## src/pdd_pkg.sv

```systemverilog
package pdd_pkg;
  // register offsets (plain register port, 8-bit registers)
  localparam logic [4:0] ADDR_SUPPLY_EVT = 5'h0A;
  localparam logic [4:0] ADDR_SUPPLY_MASK = 5'h0B;
  localparam logic [4:0] ADDR_FAULT = 5'h06;
  localparam logic [4:0] ADDR_PORT_ON = 5'h19;
  localparam logic [4:0] ADDR_DISCON_CTL = 5'h13;
  localparam logic [4:0] ADDR_TIMING = 5'h16;
  localparam logic [4:0] ADDR_RESET_CTL = 5'h1A;
  // field positions
  localparam int OSC_MISSING_BIT = 1;
  localparam int DC_EN_LSB = 0;
  localparam int AC_EN_LSB = 4;
  localparam int FAULT_DIS_LSB = 4;
  localparam int RESET_ALL_BIT = 7;
  // reset values
  localparam logic [7:0] DISCON_CTL_RST = 8'hFF;
  localparam logic [7:0] TIMING_RST = 8'h00;
  localparam logic [7:0] SUPPLY_MASK_RST = 8'h02;
  localparam logic [7:0] SUPPLY_EVT_RST = 8'h02;
  // timing
  localparam longint CLK_HZ = 200000000;
  localparam longint TICK_US = 1000;
  localparam longint TICK_CYC = CLK_HZ / 1000000 * TICK_US;
  localparam longint OSC_WINDOW_MS = 250;
  localparam longint OSC_WINDOW_CYC = CLK_HZ / 1000 * OSC_WINDOW_MS;
  localparam int GLITCH_CYC = 4;
  // disconnect timeout in ticks per two-bit selection
  localparam logic [9:0] DISCONNECT_TIMEOUT_TICKS_0 = 10'h12C;
  localparam logic [9:0] DISCONNECT_TIMEOUT_TICKS_1 = 10'h4B;
  localparam logic [9:0] DISCONNECT_TIMEOUT_TICKS_2 = 10'h96;
  localparam logic [9:0] DISCONNECT_TIMEOUT_TICKS_3 = 10'h258;
endpackage

```

## src/pdd_disconnect.sv

```systemverilog
// Notes on behaviour
// - while ac current is below threshold, the port timer advances each tick.
// - timer reaching timeout switches port off and sets its disconnect fault bit.
// - current above threshold before expiry clears timer; port stays powered.
// - per-port ac sense enable bit in register 13h gates ac sensing.
// - ac sensing uses the same timeout selected in register 16h.
// - ac sensing gives one reset pulse per oscillator cycle, only if current high.
// - ac and dc timer resets are ored; either keeps the port powered.
// - oscillator valid only if it crosses low and high within each 250 ms.
// - missing oscillator with mask set sets supply event bit 1 and interrupts.
// - oscillator-missing flag only requests interrupt, never switches ports off.
// - missing oscillator makes ac-only ports expire through normal timer.
// - any reset (power-on, software, pin) sets the oscillator-missing flag.
// - after clearing, flag sets again only on invalid oscillator or reset.
// - dc low current advances timer, glitch filtered; recovery restarts from zero.
// - timeout selected by two-bit field, bits 1 and 0 of register 16h.
// - per-port dc sense enable bit in register 13h gates dc sensing.
//
// The placing of the registers and the plain strobed port were chosen for this implementation.
`timescale 1ns/1ps
module pdd_disconnect #(
  parameter int PORTS = 4,
  parameter longint OSC_WINDOW = pdd_pkg::OSC_WINDOW_CYC,
  parameter longint TICK_LEN = pdd_pkg::TICK_CYC
) (
  // clock and reset
  input wire logic clk_sys,
  input wire logic resetn,
  // register port
  input wire logic [4:0] reg_addr,
  input wire logic [7:0] reg_wdata,
  input wire logic reg_wr,
  input wire logic reg_rd,
  output logic [7:0] reg_rdata,
  // reference oscillator comparators (pin domain)
  input wire logic ac_ref_below_lo,
  input wire logic ac_ref_above_hi,
  // per-port analog sense results (pin domain)
  input wire logic [PORTS-1:0] ac_above_threshold,
  input wire logic [PORTS-1:0] dc_current_low,
  // port power
  input wire logic [PORTS-1:0] port_power_req,
  output logic [PORTS-1:0] port_power_on,
  // interrupt
  output logic irq
);
  initial begin
    if (PORTS < 1 || PORTS > 4) $error("PORTS must be 1 to 4");
    if (OSC_WINDOW < 2 || TICK_LEN < 1) $error("window and tick must be positive");
  end

  localparam int OW_W = $clog2(OSC_WINDOW + 1);
  localparam int TK_W = $clog2(TICK_LEN + 1);

  // input synchronisers, three stages
  logic [2:0] s_lo_r;
  logic [2:0] s_hi_r;
  logic [PORTS-1:0] s_ac1_r, s_ac2_r, s_ac3_r;
  logic [PORTS-1:0] s_dc1_r, s_dc2_r, s_dc3_r;
  logic lo_q_r, hi_q_r;
  logic [PORTS-1:0] ac_q_r, dc_q_r;

  // registers
  logic [7:0] discon_ctl_r;
  logic [7:0] timing_r;
  logic [7:0] supply_mask_r;
  logic [7:0] supply_evt_r;
  logic [7:0] fault_r;
  logic [PORTS-1:0] on_r;
  logic [7:0] rdata_r;

  // oscillator tracking
  logic [OW_W-1:0] win_cnt_r;
  logic saw_lo_r, saw_hi_r;
  logic osc_phase_r;
  logic [PORTS-1:0] ac_seen_r;
  logic [TK_W-1:0] tick_cnt_r;

  // decode
  logic wr_evt, wr_mask, wr_fault, wr_dctl, wr_tim, wr_rst, wr_on;
  logic rd_evt, rd_fault;
  logic soft_rst;
  logic tick;
  logic win_end;
  logic osc_bad;
  logic cycle_end;
  logic [9:0] limit;
  logic [PORTS-1:0] expire;
  logic [PORTS-1:0] ac_pulse;
  logic [PORTS-1:0] ac_en, dc_en;
  logic [7:0] fault_set;
  logic [7:0] evt_set;
  logic [7:0] rd_mux;

  assign wr_evt = reg_wr && (reg_addr == pdd_pkg::ADDR_SUPPLY_EVT);
  assign wr_mask = reg_wr && (reg_addr == pdd_pkg::ADDR_SUPPLY_MASK);
  assign wr_fault = reg_wr && (reg_addr == pdd_pkg::ADDR_FAULT);
  assign wr_dctl = reg_wr && (reg_addr == pdd_pkg::ADDR_DISCON_CTL);
  assign wr_tim = reg_wr && (reg_addr == pdd_pkg::ADDR_TIMING);
  assign wr_rst = reg_wr && (reg_addr == pdd_pkg::ADDR_RESET_CTL);
  assign wr_on = reg_wr && (reg_addr == pdd_pkg::ADDR_PORT_ON);
  assign rd_evt = reg_rd && (reg_addr == pdd_pkg::ADDR_SUPPLY_EVT);
  assign rd_fault = reg_rd && (reg_addr == pdd_pkg::ADDR_FAULT);
  assign soft_rst = wr_rst && reg_wdata[pdd_pkg::RESET_ALL_BIT];

  assign ac_en = discon_ctl_r[pdd_pkg::AC_EN_LSB +: PORTS];
  assign dc_en = discon_ctl_r[pdd_pkg::DC_EN_LSB +: PORTS];

  // one shared timeout for ac and dc sensing
  always_comb begin
    unique case (timing_r[1:0])
      2'b00: limit = pdd_pkg::DISCONNECT_TIMEOUT_TICKS_0;
      2'b01: limit = pdd_pkg::DISCONNECT_TIMEOUT_TICKS_1;
      2'b10: limit = pdd_pkg::DISCONNECT_TIMEOUT_TICKS_2;
      2'b11: limit = pdd_pkg::DISCONNECT_TIMEOUT_TICKS_3;
    endcase
  end

  assign tick = (tick_cnt_r == TK_W'(TICK_LEN - 1));
  assign win_end = (win_cnt_r == OW_W'(OSC_WINDOW - 1));
  assign osc_bad = win_end && !(saw_lo_r && saw_hi_r);
  // an oscillator cycle ends on each low-to-high crossing
  assign cycle_end = osc_phase_r && hi_q_r && !lo_q_r;
  // no oscillator means no pulses, so ac-only ports time out
  assign ac_pulse = cycle_end ? (ac_seen_r | ac_q_r) : '0;

  assign fault_set = 8'(expire) << pdd_pkg::FAULT_DIS_LSB;
  assign evt_set = (osc_bad && supply_mask_r[pdd_pkg::OSC_MISSING_BIT])
                   ? (8'h01 << pdd_pkg::OSC_MISSING_BIT) : 8'h00;

  assign rd_mux = (reg_addr == pdd_pkg::ADDR_SUPPLY_EVT) ? supply_evt_r :
                  (reg_addr == pdd_pkg::ADDR_SUPPLY_MASK) ? supply_mask_r :
                  (reg_addr == pdd_pkg::ADDR_FAULT) ? fault_r :
                  (reg_addr == pdd_pkg::ADDR_DISCON_CTL) ? discon_ctl_r :
                  (reg_addr == pdd_pkg::ADDR_TIMING) ? timing_r :
                  (reg_addr == pdd_pkg::ADDR_PORT_ON) ? 8'(on_r) : 8'h00;

  assign reg_rdata = rdata_r;
  assign port_power_on = on_r;
  // osc flag only drives the interrupt
  assign irq = |(supply_evt_r & supply_mask_r) || |fault_r;

  genvar g;
  generate
    for (g = 0; g < PORTS; g++) begin : g_port
      pdd_port_timer #(
        .TW(10)
      ) u_timer (
        .clk_sys(clk_sys),
        .resetn(resetn),
        .soft_rst(soft_rst),
        .power_on(on_r[g]),
        .tick(tick),
        .limit(limit),
        .ac_en(ac_en[g]),
        .dc_en(dc_en[g]),
        .ac_keep_pulse(ac_pulse[g]),
        .dc_low(dc_q_r[g]),
        .expire(expire[g])
      );
    end
  endgenerate

  // synchronisers; change accepted when stages two and three agree
  always_ff @(posedge clk_sys or negedge resetn) begin
    if (!resetn) begin
      s_lo_r <= 3'h0;
      s_hi_r <= 3'h0;
      s_ac1_r <= '0;
      s_ac2_r <= '0;
      s_ac3_r <= '0;
      s_dc1_r <= '0;
      s_dc2_r <= '0;
      s_dc3_r <= '0;
    end else begin
      s_lo_r <= {s_lo_r[1:0], ac_ref_below_lo};
      s_hi_r <= {s_hi_r[1:0], ac_ref_above_hi};
      s_ac1_r <= ac_above_threshold;
      s_ac2_r <= s_ac1_r;
      s_ac3_r <= s_ac2_r;
      s_dc1_r <= dc_current_low;
      s_dc2_r <= s_dc1_r;
      s_dc3_r <= s_dc2_r;
    end
  end

  always_ff @(posedge clk_sys or negedge resetn) begin
    if (!resetn) begin
      lo_q_r <= 1'b0;
      hi_q_r <= 1'b0;
      ac_q_r <= '0;
      dc_q_r <= '0;
    end else begin
      if (s_lo_r[1] == s_lo_r[2]) lo_q_r <= s_lo_r[2];
      if (s_hi_r[1] == s_hi_r[2]) hi_q_r <= s_hi_r[2];
      ac_q_r <= (s_ac2_r & s_ac3_r) | (ac_q_r & (s_ac2_r | s_ac3_r));
      dc_q_r <= (s_dc2_r & s_dc3_r) | (dc_q_r & (s_dc2_r | s_dc3_r));
    end
  end

  // tick prescaler and oscillator window
  always_ff @(posedge clk_sys or negedge resetn) begin
    if (!resetn) begin
      tick_cnt_r <= '0;
      win_cnt_r <= '0;
      saw_lo_r <= 1'b0;
      saw_hi_r <= 1'b0;
    end else begin
      tick_cnt_r <= tick ? '0 : tick_cnt_r + TK_W'(1);
      win_cnt_r <= (win_end || soft_rst) ? '0 : win_cnt_r + OW_W'(1);
      saw_lo_r <= (win_end || soft_rst) ? lo_q_r : (saw_lo_r | lo_q_r);
      saw_hi_r <= (win_end || soft_rst) ? hi_q_r : (saw_hi_r | hi_q_r);
    end
  end

  // oscillator cycle tracking for ac pulses
  always_ff @(posedge clk_sys or negedge resetn) begin
    if (!resetn) begin
      osc_phase_r <= 1'b0;
      ac_seen_r <= '0;
    end else begin
      if (lo_q_r) begin
        osc_phase_r <= 1'b1;
      end else if (cycle_end) begin
        osc_phase_r <= 1'b0;
      end
      ac_seen_r <= cycle_end ? '0 : (ac_seen_r | ac_q_r);
    end
  end

  // control registers
  always_ff @(posedge clk_sys or negedge resetn) begin
    if (!resetn) begin
      discon_ctl_r <= pdd_pkg::DISCON_CTL_RST;
      timing_r <= pdd_pkg::TIMING_RST;
      supply_mask_r <= pdd_pkg::SUPPLY_MASK_RST;
    end else if (soft_rst) begin
      discon_ctl_r <= pdd_pkg::DISCON_CTL_RST;
      timing_r <= pdd_pkg::TIMING_RST;
      supply_mask_r <= pdd_pkg::SUPPLY_MASK_RST;
    end else begin
      if (wr_dctl) discon_ctl_r <= reg_wdata;
      if (wr_tim) timing_r <= reg_wdata;
      if (wr_mask) supply_mask_r <= reg_wdata;
    end
  end

  // sticky status; hardware set wins over read clear
  always_ff @(posedge clk_sys or negedge resetn) begin
    if (!resetn) begin
      supply_evt_r <= pdd_pkg::SUPPLY_EVT_RST;
      fault_r <= 8'h00;
    end else if (soft_rst) begin
      supply_evt_r <= pdd_pkg::SUPPLY_EVT_RST;
      fault_r <= 8'h00;
    end else begin
      supply_evt_r <= ((rd_evt || wr_evt) ? 8'h00 : supply_evt_r) | evt_set;
      fault_r <= ((rd_fault || wr_fault) ? 8'h00 : fault_r) | fault_set;
    end
  end

  // port power switches
  always_ff @(posedge clk_sys or negedge resetn) begin
    if (!resetn) begin
      on_r <= '0;
    end else if (soft_rst) begin
      on_r <= '0;
    end else begin
      on_r <= (on_r | (wr_on ? reg_wdata[PORTS-1:0] & port_power_req : '0))
              & ~expire;
    end
  end

  always_ff @(posedge clk_sys or negedge resetn) begin
    if (!resetn) begin
      rdata_r <= 8'h00;
    end else begin
      rdata_r <= reg_rd ? rd_mux : 8'h00;
    end
  end
endmodule

```

## src/pdd_port_timer.sv

```systemverilog
`timescale 1ns/1ps
module pdd_port_timer #(
  parameter int TW = 10
) (
  // clock and reset
  input wire logic clk_sys,
  input wire logic resetn,
  input wire logic soft_rst,
  // port status
  input wire logic power_on,
  input wire logic tick,
  input wire logic [TW-1:0] limit,
  // sensing
  input wire logic ac_en,
  input wire logic dc_en,
  input wire logic ac_keep_pulse,
  input wire logic dc_low,
  // result
  output logic expire
);
  logic [TW-1:0] cnt_r;
  logic [TW-1:0] cnt_nxt;
  logic [2:0] glitch_r;
  logic dc_keep;
  logic keep;
  logic at_limit;

  // dc low must persist a few cycles before counting
  assign dc_keep = dc_en && !(dc_low && (glitch_r == 3'h7));
  assign keep = (ac_en && ac_keep_pulse) || dc_keep;
  assign at_limit = (cnt_r >= limit);
  assign expire = power_on && at_limit && tick && !keep;

  always_comb begin
    cnt_nxt = cnt_r;
    if (!power_on || soft_rst) begin
      cnt_nxt = '0;
    end else if (keep) begin
      cnt_nxt = '0;
    end else if (tick && !at_limit) begin
      cnt_nxt = cnt_r + TW'(1);
    end
  end

  always_ff @(posedge clk_sys or negedge resetn) begin
    if (!resetn) begin
      cnt_r <= '0;
      glitch_r <= 3'h0;
    end else begin
      cnt_r <= cnt_nxt;
      glitch_r <= dc_low ? {glitch_r[1:0], 1'b1} : 3'h0;
    end
  end
endmodule

```

## config.mk

```make
export PLATFORM = sky130hd
export DESIGN_NAME = pdd_disconnect
export DESIGN_NICKNAME = d
export VERILOG_FILES = /design/src/pdd_pkg.sv /design/src/pdd_disconnect.sv /design/src/pdd_port_timer.sv
export SDC_FILE = /design/constraint.sdc
export NUM_CORES = 1
export LEC_CHECK = 0
export BUFFER_PORTS_ARGS = -buffer_cell sky130_fd_sc_hd__buf_2
export CAP_MARGIN = 15
export CORE_MARGIN = 2
export CORE_UTILIZATION = 26
export CTS_CLUSTER_DIAMETER = 150
export DETAILED_ROUTE_END_ITERATION = 12
export MAX_ROUTING_LAYER = met4
export PLACE_DENSITY = 0.41
export SETUP_SLACK_MARGIN = 0.3
export SLEW_MARGIN = 20
export SYNTH_ARGS = -nofsm -noshare
export SYNTH_HDL_FRONTEND = slang
export SYNTH_SLANG_ARGS = --single-unit
```

## constraint.sdc

```tcl
create_clock -name clk_sys -period 3 [get_ports clk_sys]
set_input_delay 0.3 -clock clk_sys [delete_from_list [all_inputs] [get_ports clk_sys]]
set_output_delay 0.3 -clock clk_sys [all_outputs]
set_load 0.01 [all_outputs]
```

# Word level (Yosys, flattened, before mapping)
# Index checks and enable logic that the tools add are counted.
[word_totals]
register_bits = 195
in_bits = 31
out_inout_bits = 13
word_cells = 208
[classes]
addsub = 6
magnitude_cmp = 4
eq_ne = 18
mux = 45
n_bitwise = 18
n_reduce_logical = 84
[ops]
columns = ["cell", "count"]
rows = [
  ["8-bit 2-to-1 mux", 16],
  ["10-bit 2-to-1 mux", 12],
  ["1-bit logical AND", 43],
  ["10-bit by 1-bit adder with 10-bit output, second input constant", 4],
  ["10-bit >= comparator", 4],
  ["10-bit one-hot mux with 4 select lines", 1],
  ["26-bit by 1-bit adder with 26-bit output, second input constant", 1],
  ["26-bit equality test, second input constant", 1],
  ["26-bit 2-to-1 mux", 1],
  ["4-bit bitwise AND", 6],
  ["4-bit OR", 6],
  ["5-bit equality test, second input constant", 4],
  ["4-bit 2-to-1 mux", 5],
  ["18-bit by 1-bit adder with 18-bit output, second input constant", 1],
  ["18-bit equality test, second input constant", 1],
  ["1-bit zero test", 18],
  ["18-bit 2-to-1 mux", 1],
  ["8-bit OR reduction", 2],
  ["3-bit equality test, second input constant", 4],
  ["1-bit logical OR", 12],
  ["3-bit 2-to-1 mux", 4],
  ["3-bit nonzero test", 4],
  ["5-bit by 4-bit equality test with 1-bit output, second input constant", 2],
  ["8-bit bitwise AND", 1],
  ["other kinds (12)", 21],
]

# Logic depth before layout (Yosys ltp)
# Gate-level depths: netlist (run 1).
[logic_depth]
depth_word = 10
ltp_mapped = 11
depth_no_buf = 9

# Hierarchy
# From an unflattened synthesis (run 1), not the netlist that was laid out.
[unflattened]
hier_cells = 946
area_unflattened_um2 = 9514.1
[by_module_without_submodules]
columns = ["module", "instances", "cells_each", "area_per_inst_um2", "seq_area_each_um2"]
rows = [
  ["pdd_disconnect", 1, 526, 5690.5, 3315.7],
  ["pdd_port_timer", 4, 105, 955.9, 325.3],
]

# Worst setup path after synthesis (run 1)
# OpenSTA, ideal clock, no wires.
[synth_path]
path_type = "reg-to-reg"
start = "reg timing_r[0]"
end = "reg g_port[2].u_timer.cnt_r[2]"
setup_ns = 0.078
t_arrival_ns = 2.737
required_ns = 2.922
path_slack_ns = 0.185
stages_incl_launch_ff = 12
period_less_slack_ns = 2.815
cell_sequence = "dfrtp_1 inv_1 ha_1 clkbuf_1 inv_1 ha_1 nand4_1 nor2_1 a311o_1 buf_2 or4_1 a21oi_1"
[synth_between]
elab_chain_len = 6
word_cells_on_any_way = 9
[synth_lines]
columns = ["element", "line_no", "source"]
rows = [
  ["start: declaration", "pdd_disconnect.sv:65", "logic [7:0] timing_r;"],
  ["start signal: assignment", "pdd_disconnect.sv:235", "timing_r <= pdd_pkg::TIMING_RST;"],
  ["start signal: assignment", "pdd_disconnect.sv:239", "timing_r <= pdd_pkg::TIMING_RST;"],
  ["start signal: assignment", "pdd_disconnect.sv:243", "if (wr_tim) timing_r <= reg_wdata;"],
  ["2-bit equality test (tied with other cells)", "pdd_disconnect.sv:111", "unique case (timing_r[1:0])"],
  ["10-bit one-hot mux with 4 select lines (*)", "pdd_disconnect.sv:111", ""],
  ["10-bit >= comparator (*)", "pdd_port_timer.sv:31", "assign at_limit = (cnt_r >= limit);"],
  ["1-bit zero test (*)", "pdd_port_timer.sv:40", "end else if (tick && !at_limit) begin"],
  ["1-bit logical AND (*)", "pdd_port_timer.sv:40", ""],
  ["3-bit nonzero test (no source line) (*)", "-", ""],
  ["end signal: assignment", "pdd_port_timer.sv:50", "cnt_r <= cnt_nxt;"],
  ["end: declaration", "pdd_port_timer.sv:21", "logic [TW-1:0] cnt_r;"],
]
# Mark *: on every way between the ends. The rest lies on a longest branch, timed or not.
# A chain may end at the register's enable or synchronous reset.

# Final worst setup path (run 1)
[layout_path]
start = "reg timing_r[1]"
end = "reg g_port[1].u_timer.cnt_r[2]"
[layout_between]
elab_chain_len = 6
word_cells_on_any_way = 9
[layout_lines]
columns = ["element", "line_no"]
rows = [
  ["2-bit equality test (tied with other cells)", "pdd_disconnect.sv:111"],
  ["10-bit one-hot mux with 4 select lines (*)", "pdd_disconnect.sv:111"],
  ["10-bit >= comparator (*)", "pdd_port_timer.sv:31"],
  ["1-bit zero test (*)", "pdd_port_timer.sv:40"],
  ["1-bit logical AND (*)", "pdd_port_timer.sv:40"],
  ["3-bit nonzero test (no source line) (*)", "-"],
  ["end signal: assignment", "pdd_port_timer.sv:50"],
  ["end: declaration", "pdd_port_timer.sv:21"],
]
# Marks and branches as above.

==> results.cfg, run 1 <==
[status]
status = finished, final reports clean

[worst_setup_path]
endpoint = g_port[1].u_timer.cnt_r[2]
rr_endpoint = g_port[1].u_timer.cnt_r[2]
startpoint_type = register
r2r_start = timing_r[1]
arrival_ps = 2970
cp-end-kind = register
r2r_setup_slack_ps = 390
path_class = register to register
startpoint = timing_r[1]
worstPathMaxFanout = 8
worstPathRequired_ps = 3370
r2r_cells = 9

[final_layout]
final_common_cell = dfrtp_1
antenna_cells = 0
fill_cells = 3622
finalNetCount = 1068
drive_gt1_share_pct = 16.05
finalNonFillerCells = 1464
syn2layout_area_growth_pct = 20.06
layout_common_cells = dfrtp_1 (173), nand2_1 (88), nor2_1 (74), nand3_1 (59), ha_1 (44)

[yosys]
syn_area_um2 = 9258
synth_nets = 985
synth_area_leader_cell = dfrtp_1
synthArstFlopShare_pct = 100.0
synth.distinct_cells = 58
syn_avg_cell_area_um2 = 10.21
ys_seq_area_share_pct = 49.87
synthTopCellsByArea = dfrtp_1 (47%), ha_1 (6.4%), nand2_1 (3.6%)
synth_top_flop_cell = dfrtp_1
synth_edf_count = 0
ys_ff_latch = 184
ys_warn_count = 0
syn_inst = 907
yosys.area.top_type_share_pct = 47.03

[place]
dp_hpwl_um = 17510
portBuffers = 43
dp_cells = 1409
gp_congestion = 0.7649

[die]
core.rowCount = 69
core_area_um2 = 35310
die_y_um = 192.7
dieArea_um2 = 37130
ios = 44
die_w_um = 192.7
start_util_pct = 26.22

[global_routing]
overflow = 0
antenna_found_initial = 0
grt_pass1_vias = 7314
grt_max_degree = 73
grt_pass1_wl_um = 41630
globalRouteTotalUtil_pct = 14.87

[sta]
slew_violations = 0
setup_tns_ps = 0
max_freq_mhz = 383.6
finalCritPeriodShare_pct = 86.90
skew_ps = 14.35
timing.final.crit_period_ps = 2607
setup_viol = 0
final-hold-violation-count = 0
tightest_slew_ps = 812.2
slew_headroom_pct = 45.60
rsz0062_at_grt = false

[detailed_routing]
routed-via-count = 7180
antenna_left = 0
wirelength_um = 25430
routed_via_density = 4.904
drc = 0
drt-initial-drc-count = 502
wl_per_cell_um = 17.37
dr.pass1.iters = 5

[cts]
cts_tree = built
clkLatencyLatePin_ps = 440
clockBufferDepth = 2
path_clk_slew_ps = 80
cts-buffers-inserted = 17
cts_htree_levels = 4
clock-sinks = 184
ctsRootBufferMaster = clkbuf_16

[job]
cap_violations = 0

[power_and_ir_drop]
p_per_area_nw_per_um2 = 549.3
leakagePower_nw = 4.667
irDropWorstVdd_v = 0.0003642

[min_path]
min_path_type = input pin to register
worst max-delay path, cell delays in order (launching register included):
cell     delay [ps]
dfrtp_2         460
inv_2            90
ha_1            150
inv_2            80
buf_4           160
ha_1            320
and3_1          210
a311o_2         400
or4_4           510
a21oi_2         150
how the worst min path moves through the flow:
stage,from,to,slack [ps],cells past startpoint
global placement,s_dc1_r[1],s_dc2_r[1],330,0
finish,reg_wdata[4],discon_ctl_r[4],120,3
global route,reg_wdata[5],timing_r[5],110,3
floorplan,resetn,ac_q_r[0],4,0
CTS,reg_wdata[5],discon_ctl_r[5],90,3
detailed placement,s_ac1_r[3],s_ac2_r[3],340,0
per-stage QoR:
stage	total power, mW	instance area (um2)	hold WS [ps]	setup WS (ps)	utilization, %
5_1_grt	6.479	11110	111.2	288.7	31.48
3_5_place_dp	3.747	10170	337.3	200.8	28.80
4_1_cts	6.167	10900	85.80	269.8	30.88
2_1_floorplan	3.415	9261	4.409	358.3	-
6_report	6.105	11110	116.7	393.1	31.48
3_3_place_gp	3.734	10170	334.8	265.3	28.80
layer usage:
metal	share of wire [%]	vias to the layer above	global-route usage, %
met4	2.1	0	5.402
met1	48	3571	19.48
met2	47	104	23.05
li1	-	3477	-
met5	0	-	-
met3	2.3	28	2.582
kinds of logic (layout without fill, tap and decap cells):
family | count (synthesis) | after routing | share of synthesized area (%)
buffers and inverters | 58 | 153 | 2.919
adders and majority gates | 57 | 57 | 7.433
and+or+nand+nor | 411 | 411 | 23.49
AOI/OAI and AO/OA | 122 | 123 | 8.771
xor gates and xnor gates | 44 | 44 | 4.163
muxes | 31 | 31 | 3.352
DFF | 184 | 184 | 49.87
sequential cells by signal, indices dropped and copies added (netlist names), 3 cells and up:
register and flops:
s_dc3_r 4, s_lo_r 3, s_ac3_r 4, g_port.u_timer.cnt_r 40, ac_seen_r 4, tick_cnt_r 18
s_ac2_r 4, reg_rdata 8, s_dc1_r 4, s_hi_r 3, g_port.u_timer.glitch_r 12, s_dc2_r 4
win_cnt_r 26, port_power_on 4, timing_r 8, ac_q_r 4, discon_ctl_r 8, supply_mask_r 8
dc_q_r 4, fault_r 4, s_ac1_r 4
layout make-up:
class                           count  area, um2  share of cell area, %
Clock inverter                     13      156.4                  1.407
Sequential cell                   184       4618                  41.55
Timing Repair Buffer               94      688.2                  6.192
Inverter                           27      107.6                 0.9681
Clock buffer                       19      432.9                  3.895
Tap cell                          461      576.8                  5.190
Multi-Input combinational cell    666       4534                  40.80
cells in the mapped netlist, types with 9 or more instances:
| cell type | instances |
|---|---|
| xnor2_1 | 25 |
| clkbuf_1 | 14 |
| mux2i_1 | 31 |
| dfrtp_1 | 174 |
| o31ai_1 | 9 |
| inv_1 | 27 |
| and4_1 | 13 |
| nand3_1 | 59 |
| nor4_1 | 28 |
| nand2_1 | 88 |
| ha_1 | 47 |
| nor3_1 | 13 |
| xor2_1 | 19 |
| maj3_1 | 10 |
| dfstp_2 | 10 |
| nand2b_1 | 10 |
| and2_1 | 14 |
| a22oi_1 | 14 |
| nor2_1 | 75 |
| or3_1 | 32 |
| a21oi_1 | 42 |
| nand4_1 | 38 |
| and3_1 | 16 |
| a31oi_1 | 10 |
what timing repair did:
item	CTS	global route
setup endpoints to repair	17	31
resized for setup	7	27
buffers inserted	0	11
gates cloned	0	1
pin swaps	0	6
hold buffers	11	0
hold endpoints to repair	76	0
power by group:
part	switching (mW)	internal (mW)	total (mW)
combinational	0.484	0.371	0.855
sequential	0.190	2.73	2.92
clock	1.07	1.26	2.33
(Power assumes the default switching activity.)
==> run 2, diff against run 1 <==
==> constraint.sdc (replaced) <==
create_clock -name clk_sys -period 3 [get_ports clk_sys]
set_input_delay 0.6 -clock clk_sys [delete_from_list [all_inputs] [get_ports clk_sys]]
set_output_delay 0.6 -clock clk_sys [all_outputs]
set_load 0.01 [all_outputs]
==> results.cfg, run 2 (synthesis results as in run 1) <==
[status]
status = finished, final reports clean

[sta]
setup_tns_ps = 0
slew_violations = 0
final-hold-violation-count = 0
timing.final.crit_period_ps = 2635
whs_ps = 177.9
skew_ps = 11.44
finalCritPeriodShare_pct = 87.84
tightest_slew_ps = 792.9
max_freq_mhz = 379.5
setup_slack_ps = 364.9
setup_viol = 0
rsz0062_at_grt = true
slew_headroom_pct = 46.90

[worst_setup_path]
worstPathMaxFanout = 8
cpMostUsedCell = ha_1
arrival_ps = 3010
slowest_stage = or4_1
path_class = register to register
max_stage_delay_ps = 600
worstPathRequired_ps = 3370
startpoint_type = register
cp-end-kind = register
path_cells = inv_4 > ha_1 > inv_2 > buf_4 > ha_1 > a21oi_1 > a31oi_1 > or4_1 > a21oi_2

[job]
cap_violations = 0

[final_layout]
fin_util_pct = 31.25
finalNonFillerCells = 1453
regMostFlops = g_port.u_timer.cnt_r
largest_reg_flops = 40
drive_gt1_share_pct = 17.24
antenna_cells = 0
top_regs = g_port.u_timer.cnt_r: 40 flops, win_cnt_r: 26 flops, tick_cnt_r: 18 flops
syn2layout_area_growth_pct = 19.19
final_common_cell = dfrtp_1
finalNetCount = 1057
layout_common_cells = dfrtp_1 (173), nand2_1 (88), nor2_1 (74), nand3_1 (59), ha_1 (43)

[global_routing]
grt_pass1_vias = 7015
overflow = 0
grt_pass1_wl_um = 40360
grt_max_degree = 78
antenna_found_initial = 0
globalRouteTotalUtil_pct = 14.48

[power_and_ir_drop]
irDropWorstVdd_v = 0.0003978
p_per_area_nw_per_um2 = 550.6
swShare_pct = 29.55
leakagePower_nw = 4.618
seq_power_share_pct = 48.0
p_int_mw = 4.280
pwr-share-comb_pct = 13.4
p_clk_share_pct = 38.6
p_switching_mw = 1.796

[cts]
cts_htree_levels = 4
clock-sinks = 184
holdBufCountCts = 0
clkLatencyLatePin_ps = 450
ctsRootBufferMaster = clkbuf_16
clockBufferDepth = 2
cts_tree = built
cts-buffers-inserted = 17
path_clk_slew_ps = 80

[place]
portBuffers = 43
dp_worst_setup_slack_ps = 191.4
dp_hpwl_um = 17490
gp_congestion = 0.8192
dp_cells = 1412

[detailed_routing]
antenna_left = 0
drt-initial-drc-count = 469
routed-via-count = 7148
wirelength_um = 25160
wl_per_cell_um = 17.31
dr.pass1.iters = 6
drc = 0
routed_via_density = 4.919

[die]
die_w_um = 192.7
die_y_um = 192.7
start_util_pct = 26.22
ios = 44
dieArea_um2 = 37130
core.rowCount = 69
core_area_um2 = 35310

[min_path]
min_path_type = input pin to async pin
==> run 2: cell count changes in the layout (fill, tap and decap cells not counted), sizes merged <==
cell	delta
a311o	-1
buf	+1
bufinv	-1
clkbuf	-1
clkinv	+2
clkinvlp	+1
dlygate4sd3	-11
inv	-1
==> run 2: worst paths after layout <==
kind,start,endpoint,slack (ps),cells past startpoint
max,timing_r[0],g_port[1].u_timer.cnt_r[2],360,9
max reg2reg,timing_r[0],g_port[1].u_timer.cnt_r[2],360,9
min reg2reg,s_ac1_r[1],s_ac2_r[1],350,0
max in group asynchronous,resetn,discon_ctl_r[7],2000,2
min,resetn,tick_cnt_r[15],180,1
min in group clk_sys,ac_above_threshold[3],s_ac1_r[3],250,1
==> run 2: area by class of cell <==
class,count,area (um2)
multi-input combinational,665,4566
fill,3636,24280
inverter,27,103.9
sequential,184,4618
tap,461,576.8
clock inverter,14,157.7
clock buffer,18,439.2
timing repair buffer,84,573.1
==> run 2: worst max-delay path, delay by kind of cell, from the launching register on <==
kind / cells / cell delay [ps]
fa+ha+maj: 2 / 480
compound gates: 3 / 690
buf+inv: 3 / 360
simple gates: 1 / 600
flops: 1 / 430
==> run 2: per-stage QoR <==
step / power [mW] / area, um2
after floorplan: 3.415 / 9261
after global placement: 3.733 / 10180
after detailed placement: 3.746 / 10180
after CTS: 6.145 / 10820
after global routing: 6.398 / 11030
final: 6.075 / 11030
==> run 2: power groups by stage <==
stage / clock (mW) / sequential (mW) / combinational [mW]
detailed placement: 0 / 2.96 / 0.784
CTS: 2.43 / 2.92 / 0.795
global placement: 0 / 2.96 / 0.769
global route: 2.51 / 2.95 / 0.931
floorplan: 0 / 2.91 / 0.508
finish: 2.34 / 2.92 / 0.815
==> run 2: timing repair <==
item / in CTS / in global routing
gates resized for setup: 11 / 31
pin swaps: 1 / 4
endpoints found under the setup margin: 18 / 31
setup buffers: 0 / 9
==> run 2: routing by layer <==
| layer | wire (um) | up-vias | GRT usage (%) |
|---|---|---|---|
| met5 | 0 | - | - |
| li1 | - | 3451 | - |
| met4 | 271 | 0 | 3.699 |
| met1 | 12090 | 3569 | 19.24 |
| met3 | 664 | 21 | 2.255 |
| met2 | 12130 | 107 | 23.02 |
==> run 3, diff against run 2 <==
==> constraint.sdc (replaced) <==
create_clock -name clk_sys -period 3 [get_ports clk_sys]
set_input_delay 0.15 -clock clk_sys [delete_from_list [all_inputs] [get_ports clk_sys]]
set_output_delay 0.15 -clock clk_sys [all_outputs]
set_load 0.01 [all_outputs]
==> results.cfg, run 3 (synthesis results as in run 1) <==
[die]
ios = 44
die_y_um = 192.7
core_area_um2 = 35310
dieArea_um2 = 37130
core.rowCount = 69
start_util_pct = 26.22
die_w_um = 192.7

[global_routing]
grt_pass1_vias = 7174
met2_usage_pct = 22.75
grt.busiest_layer = met2
grt_use_met3_pct = 2.091
antenna_found_initial = 0
grt_pass1_wl_um = 40760
grt_max_degree = 73
grt_use_met1_pct = 19.45
globalRouteTotalUtil_pct = 14.57
overflow = 0

[sta]
timing.final.crit_period_ps = 2653
setup_viol = 0
skew_ps = 19.09
tightest_slew_ps = 951.3
whs_ps = 17.66
slew_headroom_pct = 36.28
rsz0062_at_grt = true
final-hold-violation-count = 0
slew_violations = 0
max_freq_mhz = 377.0
finalCritPeriodShare_pct = 88.42
setup_tns_ps = 0

[worst_setup_path]
cp-end-kind = register
r2r_setup_slack_ps = 350
r2r_cells = 9
r2r_start = timing_r[1]
worstPathMaxFanout = 8
arrival_ps = 3020
startpoint_type = register
worstPathRequired_ps = 3370
path_class = register to register
rr_endpoint = g_port[1].u_timer.cnt_r[2]

[final_layout]
syn2layout_area_growth_pct = 19.80
fill_cells = 3631
finalNonFillerCells = 1460
antenna_cells = 0
top_regs = g_port.u_timer.cnt_r: 40 flops, win_cnt_r: 26 flops, tick_cnt_r: 18 flops
drive_gt1_share_pct = 15.22
largest_reg_flops = 40
layout_common_cells = dfrtp_1 (173), nand2_1 (88), nor2_1 (74), nand3_1 (59), ha_1 (43)
regMostFlops = g_port.u_timer.cnt_r
fin_util_pct = 31.41
finalNetCount = 1064
final_common_cell = dfrtp_1

[cts]
path_clk_slew_ps = 70
clkLatencyLatePin_ps = 450
cts_htree_levels = 4
clock-sinks = 184
ctsRootBufferMaster = clkbuf_16
cts_tree = built
clockBufferDepth = 2
cts-buffers-inserted = 17

[min_path]
min_path_type = input pin to register
holdPathStages = 2
hp-start = reg_rd
hold_end = reg_rdata[1]

[detailed_routing]
drc = 0
wl_per_cell_um = 17.03
wirelength_um = 24860
antenna_left = 0
drt-initial-drc-count = 474
routed-via-count = 7085
dr.pass1.iters = 5
routed_via_density = 4.853

[place]
gp_congestion = 0.8121
dp_cells = 1404
portBuffers = 43
dp_hpwl_um = 17000

[status]
status = finished, final reports clean

[power_and_ir_drop]
irDropWorstVdd_v = 0.0004036
p_per_area_nw_per_um2 = 537.6
leakagePower_nw = 4.625

[job]
cap_violations = 0
## run 3: worst max-delay path by stage
stage / endpoint / depth (start not counted) / slack [ps] / from
4_1_cts: g_port[2].u_timer.cnt_r[2] / 8 / 300 / timing_r[0]
2_1_floorplan: g_port[2].u_timer.cnt_r[2] / 11 / 360 / timing_r[0]
5_1_grt: g_port[3].u_timer.cnt_r[7] / 9 / 230 / timing_r[0]
6_report: g_port[1].u_timer.cnt_r[2] / 9 / 350 / timing_r[1]
3_5_place_dp: g_port[3].u_timer.cnt_r[8] / 10 / 250 / timing_r[1]
3_3_place_gp: g_port[2].u_timer.cnt_r[2] / 9 / 290 / timing_r[0]
## run 3: metal layers
layer  part of all wire [%]  routed length [um]
met3                    2.5                 615
met4                    1.5                 369
met1                     49               12060
met5                      0                   0
met2                     48               11810
## run 3: power by group
group / internal (mW) / switching [mW] / leakage (nW) / total [mW]
Clock: 1.12 / 1.11 / 0.281 / 2.23
Combinational: 0.345 / 0.472 / 2.00 / 0.816
Sequential: 2.73 / 0.186 / 2.34 / 2.91
Total: 4.19 / 1.77 / 4.63 / 5.96
## run 3: timing repair
action,4_1_cts,5_1_grt
setup endpoints to repair,13,35
buffers inserted,0,4
pin swaps,0,3
hold buffers,19,0
resized for setup,11,23
endpoints found under the hold margin,98,0
gates cloned,0,1
## run 3: critical path, stage by stage, from the launching register on
cell,delay [ps]
dfrtp_2,450
buf_4,150
ha_4,180
inv_1,140
ha_1,270
nand4_1,170
nor2_1,90
a311o_2,490
or4_1,500
a21oi_1,150
## run 3: cell type report
type | count | area, um2 | share of cell area (%)
flip-flops and latches | 184 | 4618 | 41.64
multi-input cells | 666 | 4564 | 41.16
inverters | 27 | 103.9 | 0.9364
clock inverters | 14 | 126.4 | 1.139
clock buffers | 18 | 439.2 | 3.960
repair buffers | 90 | 661.9 | 5.968
well taps | 461 | 576.8 | 5.201
## run 3: per-stage QoR
step,power (mW),worst slack [ps],instance area (um2)
final,5.962,347.3,11090
after global routing,6.317,226.2,11090
after CTS,6.050,301.9,10920
after detailed placement,3.740,245.8,10120
after global placement,3.728,288.4,10120
after floorplan,3.415,358.3,9261
